File: src/pkg/hfa_pkg.sv
// package of constants and types for the half-flash converter host controller
package hfa_pkg;
  localparam int unsigned CLK_PERIOD_PS = 25000;
  // host timing figures in ns as printed
  localparam int unsigned WR_LOW_MIN_NS = 600;
  localparam int unsigned WR_LOW_MAX_NS = 50000;
  localparam int unsigned WR_TO_RD_NS   = 600;
  localparam int unsigned TIMEOUT_NS    = 800;
  localparam int unsigned ZERO_PHASE_NS = 500;
  // least times round up, longest time rounds down
  localparam int unsigned WR_LOW_CYC  = (WR_LOW_MIN_NS * 1000 + CLK_PERIOD_PS - 1) / CLK_PERIOD_PS;
  localparam int unsigned WR_MAX_CYC  = (WR_LOW_MAX_NS * 1000) / CLK_PERIOD_PS;
  localparam int unsigned WR_RD_CYC   = (WR_TO_RD_NS * 1000 + CLK_PERIOD_PS - 1) / CLK_PERIOD_PS;
  localparam int unsigned TIMEOUT_CYC = (TIMEOUT_NS * 1000 + CLK_PERIOD_PS - 1) / CLK_PERIOD_PS;
  localparam int unsigned ZERO_CYC    = (ZERO_PHASE_NS * 1000 + CLK_PERIOD_PS - 1) / CLK_PERIOD_PS;
  localparam int unsigned CNT_W       = 12;
  localparam int unsigned DATA_W      = 8;
  // safety limit in both modes for a conversion that never reports done
  localparam int unsigned RD_LIMIT_CYC = 4 * TIMEOUT_CYC;

  typedef enum logic [2:0] {
    HFA_IDLE,
    HFA_WR_LOW,
    HFA_WR_WAIT,
    HFA_RD_LOW,
    HFA_RECOVER
  } hfa_state_type;

  typedef struct packed {
    hfa_state_type        state;
    logic [CNT_W-1:0]     cnt;
    logic                 cs_n;
    logic                 rd_n;
    logic                 wr_n;
    logic                 mode;
    logic                 early;
    logic [DATA_W-1:0]    data;
    logic                 ovr;
    logic                 valid;
    logic                 busy;
    logic                 timeout;
    logic [1:0]           done_s;
    logic [1:0]           rdy_s;
    logic [1:0][DATA_W:0] bus_s;
  } hfa_regs_type;
endpackage

File: src/design/hfa_host.sv
// host controller that runs conversions on a half-flash converter through its pins
//
// Contract
// - host straps mode low or high
// - read-only: hold read low until data
// - write low at least 600 ns
// - read no sooner than 600 ns after write
// - stand-alone: chip select, read held low; the controller has no stand-alone mode, cs_n and rd_n pulse per conversion
// - write low pulse at most 50 us
// - wait 500 ns before next conversion
// - chip select low for any strobe
`timescale 1ns/1ps
module hfa_host
  import hfa_pkg::*;
(
  // clock and reset
  input  wire logic                      clk_sys,
  input  wire logic                      rst,
  // user side
  input  wire logic                      start,
  input  wire logic                      mode_sel,
  input  wire logic                      early_read,
  output logic                           busy,
  output logic                           result_valid,
  output logic [hfa_pkg::DATA_W-1:0]     result,
  output logic                           result_ovr,
  output logic                           timeout_err,
  // strobes toward the converter
  output logic                           cs_n,
  output logic                           rd_n,
  output logic                           wr_n,
  output logic                           mode,
  // answers from the converter
  input  wire logic                      done_n,
  input  wire logic                      rdy_in,
  input  wire logic [hfa_pkg::DATA_W-1:0] result_bus,
  input  wire logic                      overrange_n
);
  import hfa_pkg::*;

  hfa_regs_type      r;
  hfa_regs_type      n;

  // synchronised pins
  logic              done_seen;
  logic              rdy_seen;
  logic [DATA_W-1:0] bus_data;
  logic              bus_ovr;

  // decoded conditions
  logic              early_go;
  logic              wr_end;
  logic              wait_over;
  logic              capture_go;
  logic              read_over;
  logic              recover_end;

  // done, busy and the data pins each pass two flops; only the second stage is read
  assign done_seen = ~r.done_s[1];
  assign rdy_seen  = r.rdy_s[1];
  assign bus_data  = r.bus_s[1][DATA_W-1:0];
  assign bus_ovr   = ~r.bus_s[1][DATA_W];

  // the write pulse is fixed between the least and the longest width
  assign wr_end = (r.cnt == CNT_W'(WR_LOW_CYC - 1));

  // early read after the least spacing, else wait for done
  assign early_go  = r.early && (r.cnt >= CNT_W'(WR_RD_CYC - 1));
  assign wait_over = (r.cnt == CNT_W'(RD_LIMIT_CYC));

  // two cycles into the read the synced data belongs to this read, not the last one
  // rdy_in counts only in read-only mode: released busy means the latch is loaded
  assign capture_go = done_seen && (r.cnt >= CNT_W'(2)) && (r.mode || rdy_seen);
  assign read_over  = (r.cnt == CNT_W'(RD_LIMIT_CYC));

  // upper bank zeroing must finish before the next start
  assign recover_end = (r.cnt == CNT_W'(ZERO_CYC - 1));

  always_comb begin
    n = r;
    n.done_s = {r.done_s[0], done_n};
    n.rdy_s  = {r.rdy_s[0], rdy_in};
    n.bus_s  = {r.bus_s[0], {overrange_n, result_bus}};
    // valid is a one-cycle pulse
    n.valid  = 1'b0;
    unique case (r.state)
      // idle: strobes released; cs_n and rd_n pulse per conversion, never tied low
      HFA_IDLE: begin
        n.cs_n = 1'b1;
        n.rd_n = 1'b1;
        n.wr_n = 1'b1;
        n.busy = 1'b0;
        n.cnt  = '0;
        // a start while busy never reaches here, so it is dropped
        if (start) begin
          // mode and early choice latch with start and hold for the whole conversion
          n.mode    = mode_sel;
          n.early   = early_read;
          n.busy    = 1'b1;
          n.timeout = 1'b0;
          n.cs_n    = 1'b0;
          if (mode_sel) begin
            n.wr_n  = 1'b0;
            n.state = HFA_WR_LOW;
          end else begin
            n.rd_n  = 1'b0;
            n.state = HFA_RD_LOW;
          end
        end
      end

      // write low: the device compares the upper nibble meanwhile
      HFA_WR_LOW: begin
        n.cnt = r.cnt + 1'b1;
        // fixed width sits between the least and the longest pulse
        if (wr_end) begin
          n.wr_n  = 1'b1;
          n.cnt   = '0;
          n.state = HFA_WR_WAIT;
        end
      end

      // write high: the lower nibble is being compared
      HFA_WR_WAIT: begin
        n.cnt = r.cnt + 1'b1;
        if (early_go || done_seen) begin
          n.rd_n  = 1'b0;
          n.cnt   = '0;
          n.state = HFA_RD_LOW;
        end else if (wait_over) begin
          // no done: release select so the device drops the conversion
          n.timeout = 1'b1;
          n.cs_n    = 1'b1;
          n.cnt     = '0;
          n.state   = HFA_RECOVER;
        end
      end

      // read low: wait for done, then take the synchronised data
      HFA_RD_LOW: begin
        n.cnt = r.cnt + 1'b1;
        // read stays low until done shows data latched; the two flop delay covers access
        if (capture_go) begin
          n.data  = bus_data;
          n.ovr   = bus_ovr;
          n.valid = 1'b1;
          n.rd_n  = 1'b1;
          n.cs_n  = 1'b1;
          n.cnt   = '0;
          n.state = HFA_RECOVER;
        end else if (read_over) begin
          // no done: give up, release both strobes and flag the error
          n.timeout = 1'b1;
          n.rd_n    = 1'b1;
          n.cs_n    = 1'b1;
          n.cnt     = '0;
          n.state   = HFA_RECOVER;
        end
      end

      // recovery: select stays high for the zeroing time
      HFA_RECOVER: begin
        n.cnt = r.cnt + 1'b1;
        if (recover_end) begin
          n.cnt   = '0;
          n.busy  = 1'b0;
          n.state = HFA_IDLE;
        end
      end
    endcase
  end

  always_ff @(posedge clk_sys or posedge rst) begin
    if (rst) begin
      // every strobe released so the device sees no request during reset
      r.state   <= HFA_IDLE;
      r.cnt     <= '0;
      r.cs_n    <= 1'b1;
      r.rd_n    <= 1'b1;
      r.wr_n    <= 1'b1;
      r.mode    <= 1'b0;
      r.early   <= 1'b0;
      r.data    <= '0;
      r.ovr     <= 1'b0;
      r.valid   <= 1'b0;
      r.busy    <= 1'b0;
      r.timeout <= 1'b0;
      r.done_s  <= 2'b11;
      r.rdy_s   <= 2'b11;
      r.bus_s   <= '0;
    end else begin
      r <= n;
    end
  end

  // strobes toward the device
  assign cs_n         = r.cs_n;
  assign rd_n         = r.rd_n;
  assign wr_n         = r.wr_n;
  assign mode         = r.mode;

  // status and results toward the user
  assign busy         = r.busy;
  assign result_valid = r.valid;
  assign result       = r.data;
  assign result_ovr   = r.ovr;
  assign timeout_err  = r.timeout;
endmodule

File: config.mk
export PLATFORM = sky130hd
export DESIGN_NAME = hfa_host
export DESIGN_NICKNAME = d
export VERILOG_FILES = /design/src/pkg/hfa_pkg.sv /design/src/design/hfa_host.sv
export SDC_FILE = /design/constraint.sdc
export NUM_CORES = 1
export LEC_CHECK = 0
export BUFFER_PORTS_ARGS = -buffer_cell sky130_fd_sc_hd__buf_2
export CAP_MARGIN = 10
export CORE_MARGIN = 10
export CORE_UTILIZATION = 40
export CTS_BUF_LIST = sky130_fd_sc_hd__clkbuf_4
export CTS_CLUSTER_DIAMETER = 60
export CTS_CLUSTER_SIZE = 10
export DETAILED_ROUTE_END_ITERATION = 7
export MAX_ROUTING_LAYER = met4
export PLACE_DENSITY_LB_ADDON = 0.2
export SLEW_MARGIN = 20
export SYNTH_ARGS = -nofsm -noshare
export SYNTH_HDL_FRONTEND = slang
export SYNTH_SLANG_ARGS = --single-unit
File: constraint.sdc
create_clock -name clk_sys -period 4.34 [get_ports clk_sys]
set_input_delay 0.217 -clock clk_sys [delete_from_list [all_inputs] [get_ports clk_sys]]
set_output_delay 0.217 -clock clk_sys [all_outputs]
set_load 0.02 [all_outputs]
Word-level counts from Yosys, hierarchy flattened
Cells that the tools add are included.
{"block": "totals", "out_inout_bits": 16, "in_bits": 16, "wordCells": 80, "ff_bits": 54}
{"block": "classes", "reduce_logical": 17, "n_eq_ne": 16, "addsub": 1, "magnitude_cmp": 2, "muxes": 26, "bitwise_logic": 2}
{"cell": "$pmux W15 S5", "count": 1}
{"cell": "$mux W15", "count": 3}
{"cell": "$mux W17", "count": 2}
{"cell": "$eq A12 B5 Y1 const B", "count": 2}
{"cell": "$mux W16", "count": 1}
{"cell": "$ne A2 B2 Y1 const B", "count": 7}
{"cell": "$add A12 B1 Y12 const B", "count": 1}
{"cell": "$eq A12 B8 Y1 const B", "count": 1}
{"cell": "$ge A12 B2 Y1 const B", "count": 1}
{"cell": "$ge A12 B5 Y1 const B", "count": 1}
{"cell": "$mux W1", "count": 11}
{"cell": "$reduce_and A2 Y1", "count": 4}
{"cell": "$reduce_and A4 Y1", "count": 2}
{"cell": "$eq A3 B2 Y1 const B", "count": 2}
{"cell": "$ne A3 B3 Y1 const B", "count": 2}
{"cell": "$pmux W2 S3", "count": 1}
{"cell": "$mux W5", "count": 1}
{"cell": "$reduce_and A5 Y1", "count": 1}
{"cell": "$mux W2", "count": 2}
{"cell": "$pmux W1 S2", "count": 2}
{"cell": "$reduce_bool A2 Y1", "count": 2}
{"cell": "$eq A3 B1 Y1 const B", "count": 1}
{"cell": "$eq A3 B3 Y1 const B", "count": 1}
{"cell": "$logic_and A1 B1 Y1", "count": 3}
{"cell": "other kinds (7)", "count": 9}

Depth between registers and ports, before layout
{"block": "depth", "ltp_word": 5, "depth_mapped": 8}

Least setup slack after synthesis
No wires, ideal clock.
{"block": "synth_timing", "kind": "reg-to-reg", "from": "register r[48] (netlist name)", "to": "register r[44] (netlist name)", "synth_period_minus_slack_ns": 1.989, "n_path_buf": 2, "t_arrival_ns": 1.870, "setup_ns": 0.119, "path_stages_with_launch": 8, "t_required_ns": 4.221, "setup_slack_ns": 2.351, "cell_sequence": "dfrtp_1 -> buf_6 -> or4_4 -> o31ai_4 -> a21oi_2 -> nor4_4 -> buf_6 -> nor2_2"}
{"item": "start, declared", "line_no": "hfa_host.sv:41", "rtl": "hfa_regs_type r;"}
{"item": "start signal, assigned", "line_no": "hfa_host.sv:192", "rtl": "r <= n;"}

==> results.json <==
{
  "worst_hold_path_type": "input pin to async pin",
  "fin_util_pct": 47.4,
  "antenna_found_initial": 0,
  "synth_mux_area_share_pct": 4.36,
  "finalHoldViolCount": 26,
  "vdd_ir_drop_max_v": 0.000204,
  "hpwl_um": 3000,
  "htreeDepth": 2,
  "dp_cells": 283,
  "ys_warn_count": 0,
  "gp_congestion": 0.831,
  "maxCapViolCount": 0,
  "path_clk_slew_ns": 0.15,
  "die_area_mm2": 0.00926,
  "drive_above_1_share_pct": 31.3,
  "ys_seq_area_share_pct": 58.5,
  "ys.flop_type": "dfrtp_1",
  "crit_type": "flop to flop",
  "die_w_um": 96.2,
  "synthAdderAreaFrac_pct": 1.61,
  "place_area_mm2": 0.00247,
  "max_slew_margin_pct": 40.3,
  "synth-compound-area-share_pct": 8.40,
  "tightest_slew_ns": 0.895,
  "port_buffers": 31,
  "finClkSkew_ns": 0.00645,
  "grt_start_max_net_pins": 55,
  "gr-usage-all-layers_pct": 10.1,
  "met3_wirelength_um": 208,
  "wl_um": 4200,
  "die_h_um": 96.2,
  "route.met2.wl_um": 1950,
  "cts-hold-fix-buffers": 11,
  "highest_layer": "met4",
  "ys_seq_elements": 54,
  "vias": 1463,
  "cts_buffers": 5,
  "final.min_clock_period_ns": 2.46,
  "grt_pass1_wl_um": 7150,
  "hold_ws_ns": -0.0102,
  "avgSynthCellArea_um2": 12.0,
  "crit_path_max_fanout": 11,
  "cts_tree": "yes",
  "fin_setup_tns_ns": 0,
  "wl_per_cell_um": 13.9,
  "grt-ovfl-total": 0,
  "fp.coreArea_mm2": 0.00557,
  "p_total_mw": 1.50,
  "ant_nets": 0,
  "clk_latency_ns": 0.36,
  "synth-edff-count": 0,
  "drc": 0,
  "crit_path_cell_trace": "or4_4 -> o31ai_4 -> a21oi_2 -> nor4_4 -> nor2b_1",
  "setup_violations": 0,
  "max_freq_ghz": 0.407,
  "async_flop_share_pct": 100,
  "stdcell_count": 302,
  "routed_via_density": 4.84,
  "fin_crit_sh_pct": 56.6,
  "crit_family": "simple AND/OR/NAND/NOR gates",
  "start_util_pct": 41.7,
  "synth_top_family_by_area": "simple AND/OR/NAND/NOR gates",
  "cts.sinks": 54,
  "endpoint_kind": "flop",
  "first_global_vias": 1466,
  "synth-simple-area-share_pct": 17.8,
  "num_io_pins": 32,
  "dr.first_iter.drc_count": 25,
  "drv_slew": 0,
  "postCtsSetupBuffers": 0,
  "fin_area_mm2": 0.00264,
  "nets": 248,
  "first_pass_iters": 4,
  "insertedDiodeCount": 0,
  "synthXorXnorAreaFrac_pct": 3.77,
  "max_stage_delay_ns": 0.80,
  "area_growth_pct": 13.6,
  "p_leak_nw": 1.21,
  "critPathLaunchType": "flop",
  "cts_buffer_depth": 2,
  "placementRows": 27,
  "failed_checks": "hold timing",
  "wl_met1_um": 2000,
  "syn-instance-count": 194,
  "syn_nets": 213,
  "slowest_stage": "nor4_4",
  "critPathRequiredTime_ns": 4.57,
  "root_buffer": "clkbuf_4",
  "cts_resized": 0,
  "syn_area_mm2": 0.00232,
  "rsz0062_at_grt": "false",
  "path_buf_inv": 0,
  "worst_ep_arrival_time_ns": 2.69,
  "pwr_density_cell_mw_per_mm2": 568,
  "ys_types": 44,
  "status": "finished, violations left"
}
worst reg2reg max path: stages (launching register included):
cell	delay, ns
dfrtp_1	0.50
or4_4	0.57
o31ai_4	0.24
a21oi_2	0.11
nor4_4	0.80
nor2b_1	0.11
registers in the layout, summed over array words and instances, names as in the netlist, 8 cells and up:
name and count:
r 19, n 11, bus_data 8, result 8
final timing paths:
path                             from          end  slack [ns]  depth (start not counted)
max in group asynchronous         rst        r[51]        3.83                          2
hold / removal                    rst  bus_data[2]       -0.01                          2
setup / recovery                r[42]        r[40]        1.88                          5
hold reg to reg                 n[19]        r[19]        0.37                          0
min in group clk_sys       early_read        r[34]        0.09                          2
setup reg to reg                r[42]        r[40]        1.88                          5
report_power, final:
part	switching (mW)	internal [mW]	leakage [nW]
Clock	0.157	0.0716	0.0360
Combinational	0.347	0.236	0.513
Sequential	0.0727	0.615	0.660
placed cells by master (no fill, tap or decap), types with 2 or more instances in the layout:
cell type / Yosys / routed
ha_1: 3 / 3
dfrtp_1: 47 / 47
inv_1: 8 / 7
and4_1: 2 / 2
and2_1: 2 / 2
nor2_2: 10 / 10
o21ai_0: 6 / 6
xnor2_1: 4 / 4
dlygate4sd3_1: 0 / 11
xor2_1: 6 / 6
clkbuf_4: 0 / 6
buf_2: 2 / 31
nor4b_1: 2 / 2
and3_1: 4 / 4
nand2_1: 9 / 9
or4_4: 2 / 2
nand3_1: 6 / 6
nand4_1: 5 / 5
nor4_1: 2 / 2
nor3_1: 3 / 3
o21a_1: 2 / 2
dfstp_2: 7 / 7
nor3b_1: 2 / 2
mux2_2: 9 / 9
nor2_1: 13 / 13
nor2b_1: 2 / 2
a21oi_1: 6 / 6
nand2b_1: 3 / 3
clkinv_2: 0 / 2
logic make-up (layout without fill, tap and decap cells):
kind of cell	after synthesis	after routing
multiplexers	9	9
XOR/XNOR	10	10
adder cells (fa/ha/maj)	3	3
AND/OR/NAND/NOR	70	70
flip-flops	54	54
buffers and inverters	22	58
AO/OA/AOI/OAI	26	26
Yosys cell counts (3+ instances only):
cell / number / area share [%]
dfrtp_1: 47 / 51
nor3_1: 3 / 0.65
nand2_1: 9 / 1.5
and3_1: 4 / 1.1
nand3_1: 6 / 1.3
a21oi_1: 6 / 1.3
nor2_1: 13 / 2.1
xnor2_1: 4 / 1.5
o21ai_0: 6 / 1.3
nand4_1: 5 / 1.3
inv_1: 8 / 1.3
buf_4: 8 / 2.6
ha_1: 3 / 1.6
nor2_2: 10 / 2.7
dfstp_2: 7 / 7.9
mux2_2: 9 / 4.4
xor2_1: 6 / 2.3
nand2b_1: 3 / 0.81
routing by layer:
layer / global-route usage, % / up-vias
li1: - / 735
met1: 12.4 / 702
met2: 15.2 / 21
met3: 3.11 / 5
met4: 3.81 / 0
met5: - / -
stage by stage:
stage	setup slack [ns]	hold WS, ns
6_report	1.88	-0.0102
5_1_grt	1.70	0.0317
4_1_cts	1.83	0.0647
3_5_place_dp	1.85	0.326
3_3_place_gp	1.94	0.323
2_1_floorplan	2.35	0.221
area by class of cell:
class	count	area (um2)
fill	518	2930
sequential	54	1360
multi-input combinational	118	835
timing repair buffer	42	265
tap	72	90.1
clock buffer	6	45.0
inverter	8	31.3
clock inverter	2	13.8
Power figures use the tool's default switching activity.
